==> src/bsrd_pkg.sv <==
package bsrd_pkg;

    // ****************************************
    // Address map, index = byte address / 4
    // ****************************************
    localparam int unsigned IDX_W = 12;
    localparam logic [4:0] BANK_OWN = 5'h06;
    localparam logic [6:0] CORE_END = 7'h0c;
    localparam logic [11:0] IDX_IND_A = 12'h300;
    localparam logic [11:0] IDX_IND_B = 12'h301;
    localparam logic [11:0] IDX_PC_LOW = 12'h302;
    localparam logic [11:0] IDX_STATUS = 12'h303;
    localparam logic [11:0] IDX_PTR_A_LO = 12'h304;
    localparam logic [11:0] IDX_PTR_A_HI = 12'h305;
    localparam logic [11:0] IDX_PTR_B_LO = 12'h306;
    localparam logic [11:0] IDX_PTR_B_HI = 12'h307;
    localparam logic [11:0] IDX_BANK_SEL = 12'h308;
    localparam logic [11:0] IDX_WACC = 12'h309;
    localparam logic [11:0] IDX_PC_LATCH = 12'h30a;
    localparam logic [11:0] IDX_INT_CTL = 12'h30b;
    localparam logic [11:0] IDX_CC3_VLO = 12'h311;
    localparam logic [11:0] IDX_CC3_VHI = 12'h312;
    localparam logic [11:0] IDX_CC3_CTL = 12'h313;
    localparam logic [11:0] IDX_CC3_DB = 12'h314;
    localparam logic [11:0] IDX_CC3_AS = 12'h315;
    localparam logic [11:0] IDX_CC3_STR = 12'h316;
    localparam logic [11:0] IDX_CC4_VLO = 12'h318;
    localparam logic [11:0] IDX_CC4_VHI = 12'h319;
    localparam logic [11:0] IDX_CC4_CTL = 12'h31a;
    localparam logic [11:0] IDX_CC5_VLO = 12'h31c;
    localparam logic [11:0] IDX_CC5_VHI = 12'h31d;
    localparam logic [11:0] IDX_CC5_CTL = 12'h31e;
    localparam int unsigned CC_VALS = 6;
    localparam logic [11:0] CC_VAL_IDX [CC_VALS] = '{
        IDX_CC3_VLO, IDX_CC3_VHI, IDX_CC4_VLO, IDX_CC4_VHI, IDX_CC5_VLO, IDX_CC5_VHI};

    // ****************************************
    // Fields and reset values
    // ****************************************
    localparam int unsigned ST_TO = 4;
    localparam int unsigned ST_PD = 3;
    localparam logic [7:0] ST_WR_MASK = 8'h07;
    localparam logic [7:0] RST_STATUS = 8'h18;
    localparam logic [7:0] RST_ZERO = 8'h00;
    localparam logic [4:0] RST_STEER = 5'h01;
    localparam logic [7:0] ONES_NONE = 8'h00;
    localparam logic [14:0] RST_PC = 15'h0000;

    // ****************************************
    // Carriers
    // ****************************************
    typedef struct packed {
        logic stb;
        logic we;
        logic [15:0] adr;
        logic [7:0] wdat;
    } bsrd_mem_req_t;

    typedef struct packed {
        logic [7:0] status;
        logic [4:0] bank;
        logic [7:0] wacc;
        logic [6:0] pc_latch;
        logic [7:0] int_ctl;
        logic [15:0] ptr_a;
        logic [15:0] ptr_b;
        logic [7:0] cc3_ctl;
        logic [7:0] cc3_db;
        logic [7:0] cc3_as;
        logic [4:0] cc3_str;
        logic [5:0] cc4_ctl;
        logic [5:0] cc5_ctl;
    } bsrd_sfr_t;

    typedef enum logic [1:0] {
        ST_IDLE = 2'b00,
        ST_EXT = 2'b01,
        ST_DONE = 2'b10
    } bsrd_state_t;

endpackage
==> src/bsrd_bank6.sv <==
`timescale 1ns/100ps
module bsrd_bank6 #(
    parameter bit REDUCED = 1'b0
) (
    input wire logic clk_sys,
    input wire logic rst,
    input wire logic rst_por,
    input wire logic rst_wdt,
    input wire logic rst_sleep,
    input wire logic wb_cyc,
    input wire logic wb_stb,
    input wire logic wb_we,
    input wire logic [13:0] wb_adr,
    input wire logic [3:0] wb_sel,
    input wire logic [31:0] wb_dat_w,
    output logic [31:0] wb_dat_r,
    output logic wb_ack,
    output logic wb_err,
    output bsrd_pkg::bsrd_mem_req_t mem_req,
    input wire logic mem_ack,
    input wire logic [7:0] mem_rdat,
    input wire logic pc_step,
    input wire logic pc_jump,
    input wire logic [10:0] pc_target,
    output logic [14:0] pc,
    output bsrd_pkg::bsrd_sfr_t sfr
);

    // ****************************************
    // Decode helpers
    // ****************************************
    function automatic logic is_core(input logic [11:0] idx);
        is_core = idx[6:0] < bsrd_pkg::CORE_END;
    endfunction

    function automatic logic is_local(input logic [11:0] idx);
        is_local = is_core(idx) || idx[11:7] == bsrd_pkg::BANK_OWN;
    endfunction

    function automatic logic is_ind(input logic [11:0] idx);
        is_ind = is_core(idx) && idx[6:1] == 6'h00;
    endfunction

    // Core offsets fold onto the own bank so one case serves every bank
    function automatic logic [11:0] fold(input logic [11:0] idx);
        fold = is_core(idx) ? {bsrd_pkg::BANK_OWN, idx[6:0]} : idx;
    endfunction

    function automatic logic absent(input logic [11:0] key);
        absent = REDUCED && key >= bsrd_pkg::IDX_CC5_VLO
            && key <= bsrd_pkg::IDX_CC5_CTL;
    endfunction

    // ****************************************
    // Storage
    // ****************************************
    logic [7:0] status_q;
    logic [7:0] ptr_a_lo_q;
    logic [7:0] ptr_a_hi_q;
    logic [7:0] ptr_b_lo_q;
    logic [7:0] ptr_b_hi_q;
    logic [4:0] bank_q;
    logic [7:0] wacc_q;
    logic [6:0] pc_latch_q;
    logic [7:0] int_ctl_q;
    logic [7:0] cc_val_q [bsrd_pkg::CC_VALS];
    logic [7:0] cc3_ctl_q;
    logic [7:0] cc3_db_q;
    logic [7:0] cc3_as_q;
    logic [4:0] cc3_str_q;
    logic [5:0] cc4_ctl_q;
    logic [5:0] cc5_ctl_q;
    logic [7:0] rd_q;
    logic ack_q;
    logic err_q;
    bsrd_pkg::bsrd_state_t state_q;
    bsrd_pkg::bsrd_mem_req_t mreq_q;

    // ****************************************
    // Request decode
    // ****************************************
    logic req;
    logic [11:0] dir_idx;
    logic dir_ind;
    logic [15:0] ptr;
    logic ptr_local;
    logic go_ext;
    logic nested;
    logic mapped;
    logic [11:0] key;
    logic wr;
    logic [7:0] wdat;
    logic [7:0] rd_val;
    logic idle_req;

    assign req = wb_cyc && wb_stb;
    assign dir_idx = wb_adr[13:2];
    assign dir_ind = is_ind(dir_idx);
    assign ptr = dir_idx[0] ? {ptr_b_hi_q, ptr_b_lo_q} : {ptr_a_hi_q, ptr_a_lo_q};
    assign ptr_local = ptr[15:12] == 4'h0 && is_local(ptr[11:0]);
    assign go_ext = dir_ind && !ptr_local;
    // An indirect port aimed at an indirect port finds no storage
    assign nested = dir_ind && ptr_local && is_ind(ptr[11:0]);
    assign mapped = is_local(dir_idx);
    assign key = fold(dir_ind ? ptr[11:0] : dir_idx);
    assign wdat = wb_dat_w[7:0];
    assign idle_req = req && state_q == bsrd_pkg::ST_IDLE && !ack_q && !err_q;
    // Writes land on the edge where the master sees ack
    assign wr = req && wb_we && wb_sel[0] && ack_q && mapped && !go_ext && !nested
        && !absent(key);

    function automatic logic hit(input logic [11:0] idx);
        hit = wr && key == idx;
    endfunction

    // ****************************************
    // Read mux
    // ****************************************
    always_comb begin
        rd_val = bsrd_pkg::RST_ZERO;
        case (key)
            bsrd_pkg::IDX_PC_LOW: rd_val = pc[7:0];
            bsrd_pkg::IDX_STATUS: rd_val = status_q;
            bsrd_pkg::IDX_PTR_A_LO: rd_val = ptr_a_lo_q;
            bsrd_pkg::IDX_PTR_A_HI: rd_val = ptr_a_hi_q;
            bsrd_pkg::IDX_PTR_B_LO: rd_val = ptr_b_lo_q;
            bsrd_pkg::IDX_PTR_B_HI: rd_val = ptr_b_hi_q;
            bsrd_pkg::IDX_BANK_SEL: rd_val = {3'h0, bank_q};
            bsrd_pkg::IDX_WACC: rd_val = wacc_q;
            bsrd_pkg::IDX_PC_LATCH: rd_val = {1'b0, pc_latch_q};
            bsrd_pkg::IDX_INT_CTL: rd_val = int_ctl_q;
            bsrd_pkg::IDX_CC3_VLO: rd_val = cc_val_q[0];
            bsrd_pkg::IDX_CC3_VHI: rd_val = cc_val_q[1];
            bsrd_pkg::IDX_CC3_CTL: rd_val = cc3_ctl_q;
            bsrd_pkg::IDX_CC3_DB: rd_val = cc3_db_q;
            bsrd_pkg::IDX_CC3_AS: rd_val = cc3_as_q;
            bsrd_pkg::IDX_CC3_STR: rd_val = {3'h0, cc3_str_q};
            bsrd_pkg::IDX_CC4_VLO: rd_val = cc_val_q[2];
            bsrd_pkg::IDX_CC4_VHI: rd_val = cc_val_q[3];
            bsrd_pkg::IDX_CC4_CTL: rd_val = {2'h0, cc4_ctl_q};
            bsrd_pkg::IDX_CC5_VLO: rd_val = cc_val_q[4];
            bsrd_pkg::IDX_CC5_VHI: rd_val = cc_val_q[5];
            bsrd_pkg::IDX_CC5_CTL: rd_val = {2'h0, cc5_ctl_q};
            default: rd_val = bsrd_pkg::RST_ZERO;
        endcase
        rd_val = rd_val | bsrd_pkg::ONES_NONE;
        if (absent(key) || nested || !mapped) begin
            rd_val = bsrd_pkg::RST_ZERO;
        end
    end

    // ****************************************
    // Bus handshake
    // ****************************************
    always_ff @(posedge clk_sys) begin
        if (rst) begin
            state_q <= bsrd_pkg::ST_IDLE;
            mreq_q <= '0;
        end else begin
            case (state_q)
                bsrd_pkg::ST_IDLE: begin
                    if (idle_req && mapped && go_ext) begin
                        mreq_q.stb <= 1'b1;
                        mreq_q.we <= wb_we && wb_sel[0];
                        mreq_q.adr <= ptr;
                        mreq_q.wdat <= wdat;
                        state_q <= bsrd_pkg::ST_EXT;
                    end
                end
                bsrd_pkg::ST_EXT: begin
                    if (mem_ack) begin
                        mreq_q.stb <= 1'b0;
                        state_q <= bsrd_pkg::ST_DONE;
                    end
                end
                bsrd_pkg::ST_DONE: state_q <= bsrd_pkg::ST_IDLE;
                default: state_q <= bsrd_pkg::ST_IDLE;
            endcase
        end
    end

    always_ff @(posedge clk_sys) begin
        if (rst) begin
            ack_q <= 1'b0;
            err_q <= 1'b0;
        end else begin
            ack_q <= idle_req && mapped && !go_ext;
            // Non-core offsets of other banks belong to other decoders; answer them with err
            err_q <= idle_req && !mapped;
        end
    end

    always_ff @(posedge clk_sys) begin
        if (rst) begin
            rd_q <= bsrd_pkg::RST_ZERO;
        end else if (state_q == bsrd_pkg::ST_EXT && mem_ack) begin
            rd_q <= mem_rdat;
        end else if (idle_req) begin
            rd_q <= rd_val;
        end
    end

    assign wb_ack = ack_q || state_q == bsrd_pkg::ST_DONE;
    assign wb_err = err_q;
    assign wb_dat_r = {24'h000000, rd_q};
    assign mem_req = mreq_q;

    // ****************************************
    // Core registers
    // ****************************************
    always_ff @(posedge clk_sys) begin
        if (rst) begin
            if (rst_por) begin
                status_q <= bsrd_pkg::RST_STATUS;
            end else begin
                status_q[bsrd_pkg::ST_TO] <= !rst_wdt;
                status_q[bsrd_pkg::ST_PD] <= !rst_sleep;
            end
        end else if (hit(bsrd_pkg::IDX_STATUS)) begin
            // Timeout and power-down are read only
            status_q[2:0] <= wdat[2:0] & bsrd_pkg::ST_WR_MASK[2:0];
        end
    end

    always_ff @(posedge clk_sys) begin
        if (rst) begin
            ptr_a_hi_q <= bsrd_pkg::RST_ZERO;
            ptr_b_hi_q <= bsrd_pkg::RST_ZERO;
            if (rst_por) begin
                ptr_a_lo_q <= bsrd_pkg::RST_ZERO;
                ptr_b_lo_q <= bsrd_pkg::RST_ZERO;
            end
        end else begin
            if (hit(bsrd_pkg::IDX_PTR_A_LO)) ptr_a_lo_q <= wdat;
            if (hit(bsrd_pkg::IDX_PTR_A_HI)) ptr_a_hi_q <= wdat;
            if (hit(bsrd_pkg::IDX_PTR_B_LO)) ptr_b_lo_q <= wdat;
            if (hit(bsrd_pkg::IDX_PTR_B_HI)) ptr_b_hi_q <= wdat;
        end
    end

    always_ff @(posedge clk_sys) begin
        if (rst) begin
            bank_q <= bsrd_pkg::RST_ZERO[4:0];
            pc_latch_q <= bsrd_pkg::RST_ZERO[6:0];
            int_ctl_q <= bsrd_pkg::RST_ZERO;
            if (rst_por) begin
                wacc_q <= bsrd_pkg::RST_ZERO;
            end
        end else begin
            if (hit(bsrd_pkg::IDX_BANK_SEL)) bank_q <= wdat[4:0];
            if (hit(bsrd_pkg::IDX_WACC)) wacc_q <= wdat;
            if (hit(bsrd_pkg::IDX_PC_LATCH)) pc_latch_q <= wdat[6:0];
            if (hit(bsrd_pkg::IDX_INT_CTL)) int_ctl_q <= wdat;
        end
    end

    // Only the counter's low byte has an address; the latch feeds the upper bits on load
    bsrd_pc_unit u_pc (
        .clk_sys(clk_sys),
        .rst(rst),
        .low_wr(hit(bsrd_pkg::IDX_PC_LOW)),
        .low_val(wdat),
        .latch(pc_latch_q),
        .step(pc_step),
        .jump(pc_jump),
        .target(pc_target),
        .pc(pc)
    );

    // ****************************************
    // Capture/compare/PWM registers
    // ****************************************
    for (genvar i = 0; i < bsrd_pkg::CC_VALS; i++) begin : g_ccval
        always_ff @(posedge clk_sys) begin
            if (rst) begin
                if (rst_por) begin
                    cc_val_q[i] <= bsrd_pkg::RST_ZERO;
                end
            end else if (hit(bsrd_pkg::CC_VAL_IDX[i])) begin
                cc_val_q[i] <= wdat;
            end
        end
    end

    always_ff @(posedge clk_sys) begin
        if (rst) begin
            cc3_ctl_q <= bsrd_pkg::RST_ZERO;
            cc3_db_q <= bsrd_pkg::RST_ZERO;
            cc3_as_q <= bsrd_pkg::RST_ZERO;
            cc3_str_q <= bsrd_pkg::RST_STEER;
            cc4_ctl_q <= bsrd_pkg::RST_ZERO[5:0];
            cc5_ctl_q <= bsrd_pkg::RST_ZERO[5:0];
        end else begin
            if (hit(bsrd_pkg::IDX_CC3_CTL)) cc3_ctl_q <= wdat;
            if (hit(bsrd_pkg::IDX_CC3_DB)) cc3_db_q <= wdat;
            if (hit(bsrd_pkg::IDX_CC3_AS)) cc3_as_q <= wdat;
            if (hit(bsrd_pkg::IDX_CC3_STR)) cc3_str_q <= wdat[4:0];
            if (hit(bsrd_pkg::IDX_CC4_CTL)) cc4_ctl_q <= wdat[5:0];
            if (hit(bsrd_pkg::IDX_CC5_CTL)) cc5_ctl_q <= wdat[5:0];
        end
    end

    // ****************************************
    // Register view for the rest of the core
    // ****************************************
    always_comb begin
        sfr.status = status_q;
        sfr.bank = bank_q;
        sfr.wacc = wacc_q;
        sfr.pc_latch = pc_latch_q;
        sfr.int_ctl = int_ctl_q;
        sfr.ptr_a = {ptr_a_hi_q, ptr_a_lo_q};
        sfr.ptr_b = {ptr_b_hi_q, ptr_b_lo_q};
        sfr.cc3_ctl = cc3_ctl_q;
        sfr.cc3_db = cc3_db_q;
        sfr.cc3_as = cc3_as_q;
        sfr.cc3_str = cc3_str_q;
        sfr.cc4_ctl = cc4_ctl_q;
        sfr.cc5_ctl = cc5_ctl_q;
    end

endmodule // bsrd_bank6

==> src/bsrd_pc_unit.sv <==
`timescale 1ns/100ps
module bsrd_pc_unit (
    input wire logic clk_sys,
    input wire logic rst,
    input wire logic low_wr,
    input wire logic [7:0] low_val,
    input wire logic [6:0] latch,
    input wire logic step,
    input wire logic jump,
    input wire logic [10:0] target,
    output logic [14:0] pc
);
    logic [14:0] pc_q;
    logic [14:0] pc_d;

    // ****************************************
    // Counter load
    // ****************************************
    always_comb begin
        pc_d = pc_q;
        if (low_wr) begin
            pc_d = {latch, low_val};
        end else if (jump) begin
            pc_d = {latch[6:3], target};
        end else if (step) begin
            pc_d = pc_q + 15'h0001;
        end
    end

    always_ff @(posedge clk_sys) begin
        if (rst) begin
            pc_q <= bsrd_pkg::RST_PC;
        end else begin
            pc_q <= pc_d;
        end
    end

    assign pc = pc_q;
endmodule // bsrd_pc_unit

==> config.mk <==
export PLATFORM = sky130hd
export DESIGN_NAME = bsrd_bank6
export DESIGN_NICKNAME = d
export VERILOG_FILES = /design/src/bsrd_pkg.sv /design/src/bsrd_bank6.sv /design/src/bsrd_pc_unit.sv
export SDC_FILE = /design/constraint.sdc
export NUM_CORES = 1
export LEC_CHECK = 0
export ABC_AREA = 0
export BUFFER_PORTS_ARGS = -buffer_cell sky130_fd_sc_hd__buf_2
export CORE_MARGIN = 2
export CORE_UTILIZATION = 40
export DETAILED_ROUTE_END_ITERATION = 16
export GPL_TIMING_DRIVEN = 0
export HOLD_SLACK_MARGIN = 0.15
export PLACE_DENSITY = 0.62
export SYNTH_ARGS = -nofsm -noshare
export SYNTH_HDL_FRONTEND = slang
export SYNTH_HIERARCHICAL = 1
export SYNTH_SLANG_ARGS = --single-unit
==> constraint.sdc <==
create_clock -name clk_sys -period 3 [get_ports clk_sys]
set_input_delay 0.45 -clock clk_sys [delete_from_list [all_inputs] [get_ports clk_sys]]
set_output_delay 0.45 -clock clk_sys [all_outputs]
set_load 0.01 [all_outputs]
# == After elaboration in Yosys (flattened, before gate mapping) ==
# Memory sizes are Yosys's and may differ from the RTL's.
# Index checks and enable logic that the tools add are counted.
# word_totals
reg_bits,159
latch_bits,0
ramBits,48
rom_bits,0
out_inout_bits,184
mem_count,1
# op_classes
add_sub_neg,1
mul,0
div,0
magnitude_cmp,3
n_eq_ne,29
shift,0
mux,53
n_bitwise,6
reduce_logical,74
# memory_table
memory,depth,width,rd,rd_clocked_by_memory_dff,write_ports,line,source
cc_val_q,6,8,6,0,6,bsrd_bank6.sv:66,logic [7:0] cc_val_q [bsrd_pkg::CC_VALS];
# op_table
operator,n
$eq 12x10->1 const B,22
$pmux 8 s22,1
$mux 8,16
$mux 15,3
$logic_and 1x1->1,44
$mux 26,1
$mux 12,2
$mux 1,22
$lt 7x4->1 const B,3
$mux 16,1
$add 15x1->15 const B,1
$logic_not 6->1,2
$reduce_and 2->1,6
$reduce_bool 2->1,6
$eq 5x3->1 const B,2
$mux 3,3
$logic_not 1->1,8
$or 1x1->1,6
$logic_not 4->1,1
$logic_or 1x1->1,4
$mux 2,2
$ne 2x1->1 const B,2
$pmux 2 s2,1
$reduce_and 3->1,1
other kinds (6),6

# == Logic depth before layout (Yosys ltp) ==
# Gate-level depths: netlist of the first run.
# logic_depth
depth_word,14
ltp_mapped,16
mapped_depth_nobuf,10

# == By module ==
# Netlist of the first run, hierarchy kept.
# modules_own_cells
mod,n_inst,cells_each,area_per_inst_um2,seq_area_each_um2
bsrd_bank6,1,921,9499.1,4614.4
bsrd_pc_unit,1,140,1087.3,300.3

# == Worst setup path before layout of the first run ==
# OpenSTA, ideal clock, no wires.
# synth_path
kind,input to register
startpoint,input port wb_adr[8]
endpoint,register u_pc.pc_q[1] (netlist: u_pc/pc[1])
setup_time_ns,0.130
t_arrival_ns,2.989
t_required_ns,2.870
setup_slack_ns,-0.119
stages,13
n_path_buf,4
cell_sequence,or3_1 > buf_2 > nor3_2 > o21a_1 > a21boi_1 > or3_1 > clkbuf_1 > nor2_1 > buf_2 > buf_2 > o21ai_0 > mux2i_1 > nor2_1
# synth_via
elab_chain_cells,8
word_cells_on_any_way,19
classes_between,order compare (2); eq/ne (1); mux (3); reduce/logical (13)
# synth_rtl
element,line,source
start: declaration,bsrd_bank6.sv:13,"input wire logic [13:0] wb_adr,"
$lt 7x4->1 or $logic_not 6->1 (tied branches),"bsrd_bank6.sv:33, bsrd_bank6.sv:41",
$logic_and 1x1->1,bsrd_bank6.sv:41,is_ind = is_core(idx) && idx[6:1] == 6'h00;
"$mux 12, or another cell as far along",bsrd_bank6.sv:105,assign key = fold(dir_ind ? ptr[11:0] : dir_idx);
"$lt 7x4->1, or another cell as far along",bsrd_bank6.sv:33,is_core = idx[6:0] < bsrd_pkg::CORE_END;
"$mux 12, or another cell as far along",bsrd_bank6.sv:46,"fold = is_core(idx) ? {bsrd_pkg::BANK_OWN, idx[6:0]} : idx;"
$eq 12x10->1 or $logic_and 1x1->1 (tied branches),"bsrd_bank6.sv:113, bsrd_bank6.sv:109",
$logic_and 1x1->1 (*),bsrd_bank6.sv:113,hit = wr && key == idx;
$reduce_bool 3->1 (no line) or $mux 15 (tied branches),--,
end signal: assignment,bsrd_pc_unit.sv:32,pc_q <= bsrd_pkg::RST_PC;
end signal: assignment,bsrd_pc_unit.sv:34,pc_q <= pc_d;
end: declaration,bsrd_pc_unit.sv:13,logic [14:0] pc_q;
# Mark *: on every way between the ends. The rest lies on a longest branch, timed or not.
# A chain may end at the register's enable or synchronous reset.

# == Worst setup path in the final report of the first run ==
# layout_path
startpoint,register ptr_b_lo_q[5]
endpoint,register u_pc.pc_q[10] (netlist: u_pc/pc[10])
# layout_via
elab_chain_cells,11
word_cells_on_any_way,21
classes_between,order compare (2); eq/ne (1); mux (4); reduce/logical (14)
# layout_rtl
element,line,source
start: declaration,bsrd_bank6.sv:60,logic [7:0] ptr_b_lo_q;
start signal: assignment,bsrd_bank6.sv:231,ptr_b_lo_q <= bsrd_pkg::RST_ZERO;
start signal: assignment,bsrd_bank6.sv:236,if (hit(bsrd_pkg::IDX_PTR_B_LO)) ptr_b_lo_q <= wdat;
$mux 16 (*),bsrd_bank6.sv:99,"assign ptr = dir_idx[0] ? {ptr_b_hi_q, ptr_b_lo_q} : {ptr_a_hi_q, ptr_a_lo_q};"
"parallel branches: the longest is 8 deep, another holds $lt 7x4->1",--,
$logic_and 1x1->1 (*),bsrd_bank6.sv:113,
$reduce_bool 3->1 (no line) or $mux 15 (tied branches),--,
# Mark *: on every way between the ends.

==> metrics.cfg, run 1 <==
[status]
status = finished with violations
violations = setup timing

[yosys]
async_flop_share_pct = 0
synth_simple_gate_area_share_pct = 20.4
postSynthCellCount = 1061
ys_ff_latch = 207
synth_compound_area_share_pct = 16.5
syn_area_um2 = 10600
ys_seq_area_share_pct = 46.4
synthAdderAreaFrac_pct = 0.118
synth_mux_area_share_pct = 10.3
synth_edf_count = 77
synth.distinct_cells = 84
synth_xor_area_share_pct = 0.496
ys_warn_count = 6
synth_top_family_by_area = simple AND/OR/NAND/NOR gates
synth_top_flop_cell = dfxtp_1
syn_area_per_cell_um2 = 9.98

[global_routing]
antenna_found_initial = 1
grt_first_pass_wirelength_um = 63600
grt_pass1_vias = 9715
grt_max_degree = 14
grt_use_total_pct = 30.6
grt-ovfl-total = 0

[cells_and_area]
multi_input_area_um2 = 5870
num-fill-cells = 2406
antenna_cells = 0
final_net_count = 1463
final_core_util_pct = 55.3
ff_latch_area_um2 = 4910
drive_above_1_share_pct = 36.2
area_delta_synth_final_pct = 36.0

[detailed_routing]
vias_per_cell = 5.97
drcViolationCount = 0
num_vias = 10355
first_pass_iters = 7
drt_iter0_markers = 1266
routed_wl_um = 44700
ant_nets = 0
routedWlPerCell_um = 25.7

[timing]
rsz0062_at_grt = yes
period_share_pct = 106
timing.hold.ws_ns = 0.191
tightest_slew_ns = 1.04
fin_ws_ns = -0.168
hold_violations = 0
slew_violations = 0
slew_headroom_pct = 30.5
setup_viol = 26
max_freq_mhz = 316
fin_tns_setup_ns = -1.04
finalWorstPathRequiredPeriod_ns = 3.17
skew_ns = 0.0243

[floorplan]
die_w_um = 167
die_area_um2 = 27800
initial_core_util_pct = 40.6
core_um2 = 26100
fp-row-count = 59
die_y_um = 167
io_pins = 264

[clocking]
cts.sinks = 207
clockRootBuffer = clkbuf_16
clk_latency_ns = 0.53
tritoncts = built
ctsHtreeMaxLevel = 1
cts_buffer_depth = 3
clk_pin_slew_ns = 0.07
cts_buffers = 24

[critical_path]
cp-endpoint = u_pc/pc[10]
crit_arrival_ns = 3.63
cp_max_fo = 5
r2r_start = ptr_b_lo_q[5]
critical_path_class = reg2reg
cp-end-kind = register
start_kind = register
r2r-end = u_pc/pc[10]
cp-startpoint = ptr_b_lo_q[5]
rrSetupSlack_ns = -0.17
reg2reg_depth = 13
critPathRequiredTime_ns = 3.47

[hold_path]
hold_class = in2reg

[placement]
pre_cts_ws_ns = -1.19
routabilityCongestion = 0.996
hpwl_um = 32000
io_buffer_count = 203

[power]
finalPower_mw = 6.67
p_leak_nw = 5.61
vdd_drop_max_uv = 402
power_density_nw_per_um2 = 463

[flow_run]
maxCapViolations = 0

## synthesized netlist by cell type (all sizes together), types with 12 or more instances
| cell | number | area share (%) |
|---|---|---|
| nor2 | 149 | 5.6 |
| edfxtp | 77 | 22 |
| a211oi | 31 | 2.6 |
| a21oi | 36 | 1.7 |
| and3 | 15 | 0.89 |
| nor4 | 18 | 1.7 |
| nor3 | 19 | 1.2 |
| o21ai | 23 | 1.2 |
| nand3 | 35 | 1.7 |
| buf | 59 | 3.6 |
| and2 | 50 | 3.0 |
| nand2 | 45 | 1.6 |
| dfxtp | 130 | 25 |
| inv | 15 | 0.53 |
| nor2b | 20 | 1.2 |
| nand4 | 12 | 0.85 |
| a22oi | 27 | 1.9 |
| clkbuf | 44 | 1.6 |
| a221oi | 15 | 1.7 |
| a222oi | 13 | 1.2 |
| mux2i | 104 | 9.8 |
## cells in the final DEF, fill, tap and decap left out, drive strengths merged, types with 15 or more instances in the layout
master / count
a211oi: 31
and3: 15
nand2: 45
buf: 332
and2: 50
a22oi: 27
dfxtp: 130
nor3: 19
nor2b: 20
conb: 27
nor4: 18
a221oi: 15
mux2i: 104
nand3: 35
clkbuf: 75
a21oi: 36
o21ai: 23
edfxtp: 77
nor2: 149
## worst min path at each step
stage                            from     endpoint  cells past startpoint
after global placement    mem_req[24]  mem_req[24]                      2
after detailed placement  mem_req[24]  mem_req[24]                      2
after global routing        rst_sleep  status_q[3]                      2
after floorplan           mem_req[24]  mem_req[24]                      2
after CTS                     rst_wdt  status_q[4]                      2
final                         rst_wdt  status_q[4]                      2
## critical path: stages (launching register included)
cell and delay [ns]:
edfxtp_1 0.48, nor4b_4 0.29, o211ai_1 0.25, a221o_1 0.42, a21boi_4 0.16, or3_4 0.38
buf_8 0.14, nor2_4 0.17, buf_6 0.13, buf_6 0.11, nand2b_4 0.13, a211oi_2 0.06
mux2_4 0.27, nor2_1 0.09
## registers in the layout, indices dropped and copies added, names as in the netlist, 8 cells and up
name and cells:
ptr_a_lo_q 8, cc3_db_q 8, mem_req 26, cc_val_q 48
cc3_as_q 8, ptr_a_hi_q 8, wacc_q 8, rd_q 8
ptr_b_lo_q 8, int_ctl_q 8, u_pc/pc 15, ptr_b_hi_q 8
cc3_ctl_q 8
## stage by stage
stage | instances | cell area, µm²
6_report | 1735 | 14400
5_1_grt | 1735 | 14400
4_1_cts | 1716 | 13900
3_5_place_dp | 1625 | 12100
3_3_place_gp | 1625 | 12100
2_1_floorplan | 1087 | 10700
## kinds of logic (layout without fill, tap and decap cells)
kind of cell | after synthesis | after routing
AND/OR/NAND/NOR | 401 | 401
buffers and inverters | 118 | 431
other | 1 | 27
adder cells (fa/ha/maj) | 1 | 1
AO/OA/AOI/OAI | 219 | 219
XOR/XNOR | 6 | 6
flip-flops | 207 | 207
multiplexers | 108 | 108
## where the power goes
group          internal, mW  switching, mW
combinational         0.269          0.483
sequential             2.97         0.0769
clock                  1.68           1.19
total                  4.92           1.75
## layer usage
metal | vias up | wire length [µm] | track usage [%] | part of all wire [%]
li1 | 4539 | - | - | -
met5 | - | 7 | 0 | 0.016
met2 | 687 | 19700 | 47.8 | 44
met4 | 2 | 2170 | 12.7 | 4.9
met1 | 4995 | 18300 | 41.5 | 41
met3 | 132 | 4410 | 6.13 | 9.9
## final cells by class
class	count	area share [%]
Multi-Input combinational cell	762	40.7
Sequential cell	207	34.1
Timing Repair Buffer	272	12.2
Clock buffer	35	4.76
Buffer	100	4.22
Tap cell	335	2.91
Clock inverter	9	0.608
Inverter	15	0.417
## timing repair
item,CTS,global route
pin swaps,37,34
gates cloned,1,2
buffers inserted,47,19
gates resized for setup,119,69
hold buffers,0,0
setup endpoints to repair,240,213
No activity file was read; power rests on OpenSTA's default activity.
==> inputs of run 2 (changes only) <==
- REMOVE_ABC_BUFFERS: not set -> 1
- SKIP_CTS_REPAIR_TIMING: not set -> 1
==> run 2 against run 1 <==
Hold slack lost 0.016 ns. Non-clock buffer count shrank 85. Global-route usage shrank 4.4 points. Critical path type unchanged. Count of clock-buffer cells in the layout grew 5. Die area stayed put. Design area down 3.7%. Final cell count decreased by 4.8%. The run still ends with setup timing left.
==> metrics.cfg, run 2 (synthesis results as in run 1) <==
[placement]
dpl-instance-area_um2 = 11800  ; -3.1%
pre_cts_ws_ns = -1.82  ; -0.622 ns
hpwl_um = 26600  ; -17%
io_buffer_count = 207  ; +2.0%
routabilityCongestion = 0.930  ; -6.6%
dp.cells = 1535  ; -5.5%

[detailed_routing]
num_vias = 9836  ; -5.0%
routedWlPerCell_um = 24.0  ; -6.9%
wl_met1_um = 16300  ; -11%
drcViolationCount = 0  ; unchanged
topRoutingLayerUsed = met4
drt_iter0_markers = 1196  ; -5.5%
dr_wl_met3_um = 3820  ; -13%
routed_wl_um = 39600  ; -11%
vias_per_cell = 5.96  ; -0.18%
met2WireLength_um = 17600  ; -11%
first_pass_iters = 6  ; -1
ant_nets = 0  ; unchanged

[timing]
finalWorstPathRequiredPeriod_ns = 3.18  ; +0.0104 ns
skew_ns = 0.0156  ; -0.00869 ns
max_freq_mhz = 315  ; -0.33%
period_share_pct = 106  ; +0.35 points
timing.hold.ws_ns = 0.175  ; -0.0157 ns
slew_violations = 0  ; unchanged
setup_viol = 83  ; +220%
slew_headroom_pct = 17.8  ; -13 points
rsz0062_at_grt = yes
hold_violations = 0  ; unchanged
tightest_slew_ns = 1.23  ; +0.188 ns
fin_ws_ns = -0.178  ; -0.0104 ns
fin_tns_setup_ns = -4.83  ; -3.79 ns

[clocking]
cts_buffer_depth = 3  ; unchanged
clk_latency_ns = 0.53  ; about the same
cts_buffers = 24  ; unchanged
clockRootBuffer = clkbuf_16
ctsHtreeMaxLevel = 1  ; unchanged
clk_pin_slew_ns = 0.07  ; about the same
cts.sinks = 207  ; unchanged
tritoncts = built

[floorplan]
io_pins = 264  ; unchanged
initial_core_util_pct = 40.6  ; unchanged
die_area_um2 = 27800  ; unchanged
die_w_um = 167  ; unchanged
die_y_um = 167  ; unchanged
core_um2 = 26100  ; unchanged
fp-row-count = 59  ; unchanged

[hold_path]
holdPathStages = 3  ; +1
hold_class = in2reg
hold_path_end = mem_req[24]
hold_start = wb_we

[power]
power_frac_comb_pct = 9.8  ; -1.5 points
p_leak_nw = 5.26  ; -6.2%
power_density_nw_per_um2 = 470  ; +1.4%
power_frac_seq_pct = 46.8  ; +1.1 points
p_sw_share_pct = 25.7  ; -0.53 points
vdd_drop_max_uv = 306  ; -24%
finalPower_mw = 6.51  ; -2.4%
power.internal_mw = 4.84  ; -1.7%
netSwitchingPower_mw = 1.68  ; -4.3%
power.clock.fraction_pct = 43.4  ; +0.3 points

[status]
violations = setup timing
status = finished with violations

[critical_path]
cp-end-kind = register
r2r-end = u_pc/pc[3]
crit_arrival_ns = 3.57  ; -0.06 ns
r2r_start = ptr_a_lo_q[4]
reg2reg_depth = 11  ; -2
critPathRequiredTime_ns = 3.39  ; -0.08 ns
cp_max_fo = 7  ; +2
rrSetupSlack_ns = -0.18  ; about the same
critical_path_class = reg2reg
start_kind = register

[cells_and_area]
largest_register_ffs = 48  ; unchanged
final_net_count = 1378  ; -5.8%
num-fill-cells = 2294  ; -4.7%
stdcell_count = 1651  ; -4.8%
final_cell_mix = 205 x buf_2, 130 x dfxtp_1, 127 x nor2_1
fin_area_um2 = 13900  ; -3.7%
final_common_cell = buf_2
area_delta_synth_final_pct = 31.0
largest-register = cc_val_q
drive_above_1_share_pct = 34.1  ; -2.1 points
final_core_util_pct = 53.2  ; -2.0 points

[global_routing]
grt-ovfl-total = 0  ; unchanged
grt_pass1_vias = 8690  ; -11%
grt_use_total_pct = 26.2  ; -4.4 points
antenna_found_initial = 1  ; unchanged
grt_max_degree = 109  ; +95
grt_first_pass_wirelength_um = 55900  ; -12%

[flow_run]
maxCapViolations = 0  ; unchanged

## run 2: worst max-delay path by stage
stage | from | end | slack (ns) | cells after the start
2_1_floorplan | wb_adr[8] | mem_req[8] | -1.27 | 5
6_report | ptr_a_lo_q[4] | u_pc/pc[3] | -0.18 | 11
3_5_place_dp | wb_adr[2] | u_pc/pc[7] | -1.82 | 11
3_3_place_gp | wb_adr[2] | mem_req[6] | -4.01 | 7
5_1_grt | ptr_a_lo_q[4] | u_pc/pc[3] | -0.27 | 11
4_1_cts | wb_adr[2] | u_pc/pc[8] | -1.32 | 11
## run 2: worst max-delay path: stages (launching register included)
cell	delay, ns
edfxtp_1	0.49
nor4_4	0.34
o211ai_1	0.23
a211oi_2	0.35
o2111ai_4	0.24
or3_4	0.50
nor2_4	0.20
buf_12	0.17
nor2b_4	0.05
a221o_1	0.29
a21oi_1	0.12
nor3_1	0.06
## run 2: layout make-up
| class | instances | area (µm²) | share of cell area, % |
|---|---|---|---|
| multi-input cells | 762 | 5730 | 41.3 |
| flip-flops and latches | 207 | 4910 | 35.4 |
| repair buffers | 287 | 1990 | 14.3 |
| clock buffers | 40 | 721 | 5.20 |
| well taps | 335 | 419 | 3.02 |
| inverters | 15 | 56.3 | 0.406 |
| clock inverters | 4 | 40.0 | 0.289 |
| diodes | 1 | 2.50 | 0.0180 |
## run 2: power groups by stage
stage | registers, mW | clock network (mW) | logic [mW]
6_report | 3.05 | 2.83 | 0.640
5_1_grt | 3.05 | 2.97 | 0.672
4_1_cts | 3.05 | 2.86 | 0.503
3_5_place_dp | 3.11 | 0 | 0.501
3_3_place_gp | 3.11 | 0 | 0.485
2_1_floorplan | 3.10 | 0 | 0.216
## run 2: layer usage
layer	vias to the layer above	GRT usage [%]
met5	-	0
met4	0	10.5
met3	123	4.73
met2	622	39.8
met1	4721	37.0
li1	4370	-
